===== src/hbmp_pkg.sv =====
package hbmp_pkg;

  // Timing
  localparam int unsigned CLK_HZ = 50_000_000;
  localparam int unsigned SLEEP_MS = 10;
  localparam int unsigned SLEEP_CYC = (CLK_HZ / 1000) * SLEEP_MS;
  localparam int unsigned DEG_NS = 1000;
  localparam int unsigned DEG_CYC = (DEG_NS * (CLK_HZ / 1_000_000)) / 1000;
  localparam int unsigned RETRY_US = 1000;
  localparam int unsigned RETRY_CYC = RETRY_US * (CLK_HZ / 1_000_000);
  localparam int unsigned CNT_W = 24;

  // Decoded input combinations
  typedef enum logic [3:0]
  {
    HBMP_STANDBY = 4'b0001,
    HBMP_FORWARD = 4'b0010,
    HBMP_REVERSE = 4'b0100,
    HBMP_BRAKE = 4'b1000
  } hbmp_mode_t;

  // Protection state
  typedef enum logic [3:0]
  {
    HBMP_RUN = 4'b0001,
    HBMP_OC_HOLD = 4'b0010,
    HBMP_SC_HOLD = 4'b0100,
    HBMP_OT_HOLD = 4'b1000
  } hbmp_prot_t;

endpackage


===== src/hbmp_ctrl.sv =====
`timescale 1ns/1ps
module hbmp_ctrl
#(
  parameter int unsigned SLEEP_CYCLES = hbmp_pkg::SLEEP_CYC,
  parameter int unsigned DEG_CYCLES = hbmp_pkg::DEG_CYC,
  parameter int unsigned RETRY_CYCLES = hbmp_pkg::RETRY_CYC
)
(
  // Clock and reset
  input wire logic clk,
  input wire logic resetn,
  // Direction inputs from host
  input wire logic dir_in_a,
  input wire logic dir_in_b,
  // Supply lockout comparators (rising above 2.5V, falling below 1.8V)
  input wire logic supply_above_rise,
  input wire logic supply_below_fall,
  // Fault detectors
  input wire logic overcurrent_det,
  input wire logic short_det,
  input wire logic temp_above_shutdown,
  input wire logic temp_below_recovery,
  // Gate drives
  output logic high_side_a,
  output logic low_side_a,
  output logic high_side_b,
  output logic low_side_b,
  // Status
  output logic asleep,
  output logic locked_out,
  output logic fault_off
);

  localparam int W = hbmp_pkg::CNT_W;

  if (SLEEP_CYCLES < 1 || SLEEP_CYCLES >= (1 << W) || DEG_CYCLES < 1 ||
      DEG_CYCLES >= (1 << W) || RETRY_CYCLES < 1 || RETRY_CYCLES >= (1 << W))
  begin
    $error("hbmp_ctrl: cycle count out of range");
  end

  hbmp_pkg::hbmp_mode_t mode;
  logic drive_mode;
  logic sleep_ff;
  logic nxt_sleep;
  logic lock_ff;
  logic nxt_lock;
  hbmp_pkg::hbmp_prot_t prot_ff;
  hbmp_pkg::hbmp_prot_t nxt_prot;
  logic [3:0] gate_ff;
  logic [3:0] nxt_gate;
  logic asleep_ff;
  logic locked_ff;
  logic fault_ff;
  logic sleep_done;
  logic deg_done;
  logic retry_done;
  logic oc_en;
  logic ot_en;
  logic retry_clear;

  always_comb
  begin
    case ({dir_in_a, dir_in_b})
      2'b10: mode = hbmp_pkg::HBMP_FORWARD;
      2'b01: mode = hbmp_pkg::HBMP_REVERSE;
      2'b11: mode = hbmp_pkg::HBMP_BRAKE;
      default: mode = hbmp_pkg::HBMP_STANDBY;
    endcase
  end

  assign drive_mode = dir_in_a ^ dir_in_b;

  // Counter restarts on any forward/reverse cycle, so brief pulses keep it awake
  hbmp_timer #(.W(W)) u_sleep_tmr
  (
    .clk(clk),
    .resetn(resetn),
    .clear(drive_mode),
    .run(!lock_ff && !sleep_ff),
    .limit(W'(SLEEP_CYCLES)),
    .done(sleep_done)
  );

  // Deglitch: over-current must persist the full interval
  hbmp_timer #(.W(W)) u_deg_tmr
  (
    .clk(clk),
    .resetn(resetn),
    .clear(1'b0),
    .run(overcurrent_det && oc_en && prot_ff == hbmp_pkg::HBMP_RUN),
    .limit(W'(DEG_CYCLES)),
    .done(deg_done)
  );

  assign retry_clear = prot_ff == hbmp_pkg::HBMP_SC_HOLD && retry_done && short_det;

  hbmp_timer #(.W(W)) u_retry_tmr
  (
    .clk(clk),
    .resetn(resetn),
    .clear(retry_clear),
    .run(prot_ff == hbmp_pkg::HBMP_OC_HOLD || prot_ff == hbmp_pkg::HBMP_SC_HOLD),
    .limit(W'(RETRY_CYCLES)),
    .done(retry_done)
  );

  // Protection enables per mode
  assign oc_en = !sleep_ff && mode != hbmp_pkg::HBMP_STANDBY;
  assign ot_en = !sleep_ff;

  always_comb
  begin
    nxt_lock = lock_ff;
    if (lock_ff && supply_above_rise)
      nxt_lock = 1'b0;
    else if (supply_below_fall)
      nxt_lock = 1'b1;
  end

  always_comb
  begin
    nxt_sleep = sleep_ff;
    if (lock_ff)
      nxt_sleep = 1'b0;
    else if (drive_mode)
      nxt_sleep = 1'b0;
    else if (sleep_done)
      nxt_sleep = 1'b1;
  end

  always_comb
  begin
    nxt_prot = prot_ff;
    case (prot_ff)
      hbmp_pkg::HBMP_RUN: nxt_prot = hbmp_pkg::HBMP_RUN;
      // Retry release only in forward/reverse; brake stays latched off
      hbmp_pkg::HBMP_OC_HOLD:
      begin
        if (retry_done && drive_mode)
          nxt_prot = hbmp_pkg::HBMP_RUN;
      end
      hbmp_pkg::HBMP_SC_HOLD:
      begin
        if (retry_done && drive_mode && !short_det)
          nxt_prot = hbmp_pkg::HBMP_RUN;
      end
      hbmp_pkg::HBMP_OT_HOLD:
      begin
        if (temp_below_recovery)
          nxt_prot = hbmp_pkg::HBMP_RUN;
      end
      default: nxt_prot = hbmp_pkg::HBMP_RUN;
    endcase
    // Entry checks also run on release, so a live over-temperature or short never opens the gates when awake; over-current must first pass the deglitch again
    if (nxt_prot == hbmp_pkg::HBMP_RUN)
    begin
      if (ot_en && temp_above_shutdown)
        nxt_prot = hbmp_pkg::HBMP_OT_HOLD;
      else if (oc_en && short_det)
        nxt_prot = hbmp_pkg::HBMP_SC_HOLD;
      else if (deg_done)
        nxt_prot = hbmp_pkg::HBMP_OC_HOLD;
    end
    if (lock_ff || sleep_ff)
      nxt_prot = hbmp_pkg::HBMP_RUN;
  end

  // Gate order: high_a, low_a, high_b, low_b
  always_comb
  begin
    case (mode)
      hbmp_pkg::HBMP_FORWARD: nxt_gate = 4'b1001;
      hbmp_pkg::HBMP_REVERSE: nxt_gate = 4'b0110;
      hbmp_pkg::HBMP_BRAKE: nxt_gate = 4'b0101;
      default: nxt_gate = 4'b0000;
    endcase
    if (nxt_lock || lock_ff)
      nxt_gate = 4'b0000;
    else if (nxt_prot != hbmp_pkg::HBMP_RUN)
      nxt_gate = 4'b0000;
  end

  always_ff @(posedge clk or negedge resetn)
  begin
    if (!resetn)
    begin
      lock_ff <= 1'b1;
      sleep_ff <= 1'b0;
      prot_ff <= hbmp_pkg::HBMP_RUN;
      gate_ff <= 4'h0;
      asleep_ff <= 1'b0;
      locked_ff <= 1'b1;
      fault_ff <= 1'b0;
    end
    else
    begin
      lock_ff <= nxt_lock;
      sleep_ff <= nxt_sleep;
      prot_ff <= nxt_prot;
      gate_ff <= nxt_gate;
      asleep_ff <= nxt_sleep;
      locked_ff <= nxt_lock;
      fault_ff <= nxt_prot != hbmp_pkg::HBMP_RUN;
    end
  end

  assign high_side_a = gate_ff[3];
  assign low_side_a = gate_ff[2];
  assign high_side_b = gate_ff[1];
  assign low_side_b = gate_ff[0];
  assign asleep = asleep_ff;
  assign locked_out = locked_ff;
  assign fault_off = fault_ff;

endmodule


===== src/hbmp_timer.sv =====
`timescale 1ns/1ps
module hbmp_timer
#(
  parameter int W = 24
)
(
  // Clock and reset
  input wire logic clk,
  input wire logic resetn,
  // Control
  input wire logic clear,
  input wire logic run,
  input wire logic [W-1:0] limit,
  // Status
  output logic done
);

  logic [W-1:0] cnt_ff;
  logic [W-1:0] nxt_cnt;

  if (W < 1)
  begin
    $error("hbmp_timer: counter width too small");
  end

  // Saturates at the limit so a held condition stays flagged
  always_comb
  begin
    nxt_cnt = cnt_ff;
    if (clear || !run)
      nxt_cnt = '0;
    else if (cnt_ff != limit)
      nxt_cnt = cnt_ff + 1'b1;
  end

  always_ff @(posedge clk or negedge resetn)
  begin
    if (!resetn)
      cnt_ff <= '0;
    else
      cnt_ff <= nxt_cnt;
  end

  // Not gated by clear: a restart that reads done would otherwise form a loop
  assign done = run && (cnt_ff == limit);

endmodule


===== config.mk =====
export PLATFORM = sky130hd
export DESIGN_NAME = hbmp_ctrl
export DESIGN_NICKNAME = d
export VERILOG_FILES = /design/src/hbmp_pkg.sv /design/src/hbmp_ctrl.sv /design/src/hbmp_timer.sv
export SDC_FILE = /design/constraint.sdc
export NUM_CORES = 1
export LEC_CHECK = 0
export BUFFER_PORTS_ARGS = -buffer_cell sky130_fd_sc_hd__buf_2
export CAP_MARGIN = 20
export CORE_MARGIN = 2
export CORE_UTILIZATION = 25
export DETAILED_ROUTE_END_ITERATION = 16
export SETUP_SLACK_MARGIN = 0.15
export SLEW_MARGIN = 20
export SYNTH_ARGS = -nofsm -noshare
export SYNTH_HDL_FRONTEND = slang
export SYNTH_SLANG_ARGS = --single-unit

===== constraint.sdc =====
create_clock -name clk -period 4.2 [get_ports clk]
set_clock_uncertainty 0.15 [all_clocks]
set_input_delay 0.42 -clock clk [delete_from_list [all_inputs] [get_ports clk]]
set_output_delay 0.42 -clock clk [all_outputs]
set_load 0.005 [all_outputs]

==> impl_metrics.yaml <==
outcome:
  status: "finished with violations"
  violations: "negative hold slack"
clock_network:
  cts_tree: "done"
  clk_latency_ns: 0.34
  post_cts_resized: 0
  cts_buffers: 9
  cts.clk_slew.worst_paths_ns: 0.06
  ctsLongestPathBuffers: 2
  cts_root_buf: "clkbuf_16"
  cts_htree_levels: 3
  cts_hold_buffers: 0
  clock-sinks: 83
  post-cts-setup-buffers: 0
detailed_routing:
  first_iter_violations: 224
  drtAntennaViolNets: 0
  viasPerCell: 4.71
  drc_errors: 0
  first_pass_iters: 4
  wirelength_um: 8960
  vias: 3229
  avgRoutedWirePerCell_um: 13.1
logic_synthesis:
  synth_top_area_cell: "dfrtp_1"
  yosys.area_share.simple_pct: 27.7
  synth_commonest_cells: "dfrtp_1 (81), nor2_1 (79), xor2_1 (52)"
  synth_top_family_by_area: "simple AND/OR/NAND/NOR gates"
  synth_mux_area_share_pct: 0.698
  yosysMostFrequentCell: "dfrtp_1"
  synthesis.nets: 470
  synth-edff-count: 0
  yosysWarnings: 0
  avgSynthCellArea_um2: 9.60
  synth-main-ff-cell: "dfrtp_1"
  synth_area_mm2: 0.00430
  synth_compound_area_share_pct: 4.48
  ys_seq_area_share_pct: 48.3
  ys_ff_latch: 83
  synth_adder_area_share_pct: 3.49
  synthXorXnorAreaFrac_pct: 12.8
  syn_inst: 448
  ys_types: 42
  synth_top_area_share_pct: 47.1
  async_flop_share_pct: 100
  synth_area_leaders: "dfrtp_1 (47%), xor2_1 (11%), nor2_1 (6.9%), nand4_1 (3.8%), ha_1 (3.5%)"
critical_path:
  r2r_setup_slack_ns: 1.52
  path_class: "reg2reg"
  critPathRequiredTime_ns: 4.24
  rr_endpoint: "gate_ff[0]"
  crit_fanout: 26
  worstPathArrival_ns: 2.73
  reg2reg_depth: 5
  endpoint_kind: "flip-flop"
  cp-start-kind: "flip-flop"
  rr_startpoint: "prot_ff[2]"
job:
  max_cap_viol_count: 0
final_layout:
  multi_input_area_mm2: 0.00212
  finalNetCount: 482
  drive_gt1_share_pct: 8.60
  finalInstanceArea_mm2: 0.00495
  fin_util_pct: 29.6
  syn_to_final_growth_pct: 15.1
  ff_latch_area_mm2: 0.00208
  instances_no_fill: 685
  fill_cells: 1731
  antenna_cells: 0
place:
  dp_cells: 669
  dpl_cell_area_mm2: 0.00460
  io_buffers: 16
  gp_congestion: 0.797
  dp_hpwl_um: 6050
global_route:
  grt_overflow: 0
  grt_max_degree: 84
  antenna_found_initial: 1
  grt_pass1_wl_um: 14900
  grt.total_usage_pct: 10.2
  grt_pass1_vias: 3101
power_and_ir_drop:
  p_leak_uw: 0.00202
  peakVddDrop_mv: 0.272
  powerDensity_mw_per_mm2: 366
floorplan:
  start_util_pct: 25.8
  io_pins: 17
  die_w_um: 135
  die_area_mm2: 0.0183
  die_h_um: 135
  coreArea_mm2: 0.0167
  fp-row-count: 47
timing:
  relSlewSlack_pct: 36.6
  setup_viol: 0
  max_clock_freq_mhz: 372
  finalCriticalPeriod_ns: 2.68
  whs_ns: -0.0412
  finalCritPeriodShare_pct: 63.9
  fin_tns_setup_ns: 0
  rsz0062_at_grt: "false"
  worstMarginPinSlew_ns: 0.942
  finalHoldViolations: 21
  slew_viol_final: 0
min_path:
  worstHoldPathType: "in2async"
## worst max path at each step
stage                               startpoint  cells after the start    endpoint  slack, ns
after CTS                           prot_ff[2]                      5  gate_ff[0]       1.51
final                               prot_ff[2]                      5  gate_ff[0]       1.52
after detailed placement       overcurrent_det                      6  gate_ff[0]       1.50
after global placement         overcurrent_det                      6  gate_ff[0]       1.54
after floorplan           u_deg_tmr.cnt_ff[21]                      5  gate_ff[0]       2.04
after global routing                prot_ff[2]                      5  gate_ff[1]       1.34
## cells in the final DEF (no fill, tap or decap), drive strengths merged, types with 2 or more instances in the layout
cell type,instances
a21oi,11
and2,5
and3,12
and4,10
buf,17
bufinv,3
clkbuf,10
clkinv,2
dfrtp,81
dfstp,2
ha,12
inv,11
mux2i,3
nand2,23
nand2b,2
nand3,29
nand4,26
nor2,79
nor2b,4
nor3,6
nor3b,3
nor4,7
nor4b,7
o21ai,11
o31a,2
or2,2
or3,5
or3b,2
or4,4
xnor2,11
xor2,52
## cell type report
class | instances | area share, %
multi-input cells | 338 | 42.8
inverters | 11 | 0.834
flip-flops and latches | 83 | 42.0
clock inverters | 6 | 2.32
repair buffers | 17 | 1.90
well taps | 220 | 5.56
clock buffers | 10 | 4.62
## flip-flops by register name, indices dropped and copies added, names as in the netlist
name / count
asleep: 1
fault_off: 1
gate_ff: 4
locked_out: 1
prot_ff: 4
u_deg_tmr.cnt_ff: 24
u_retry_tmr.cnt_ff: 24
u_sleep_tmr.cnt_ff: 24
## metal layers
metal | GRT usage [%] | vias to the layer above | wire [um] | part of all wire [%]
met5 | 0 | - | 0 | 0
met4 | 4.11 | 0 | 227 | 2.5
met3 | 3.37 | 16 | 362 | 4.0
met2 | 16.8 | 43 | 4320 | 48
met1 | 12.3 | 1593 | 4060 | 45
li1 | - | 1577 | - | -
## kinds of logic (layout without fill, tap and decap cells)
kind of cell / Yosys count / count (layout)
compound gates: 32 / 32
xor+xnor: 63 / 63
fa+ha+maj: 12 / 12
buf+inv: 27 / 44
flops: 83 / 83
mux: 3 / 3
simple gates: 228 / 228
## power breakdown
part | switching, uW | internal (uW)
combinational | 57.8 | 25.0
clock | 326 | 583
sequential | 10.8 | 810
## stage by stage
| step | total power (uW) | setup slack (ns) |
|---|---|---|
| finish | 1810 | 1.52 |
| CTS | 1840 | 1.51 |
| global placement | 917 | 1.54 |
| floorplan | 880 | 2.04 |
| global route | 1880 | 1.34 |
| detailed placement | 920 | 1.50 |
## worst max-delay path, stage by stage, from the launching register on
cell and delay [ns]:
dfrtp_1 0.43, or4b_1 0.51, or4_1 0.81, o31a_1 0.41
o21ai_2 0.12, a211oi_1 0.11
No activity file was read; power rests on OpenSTA's default activity.
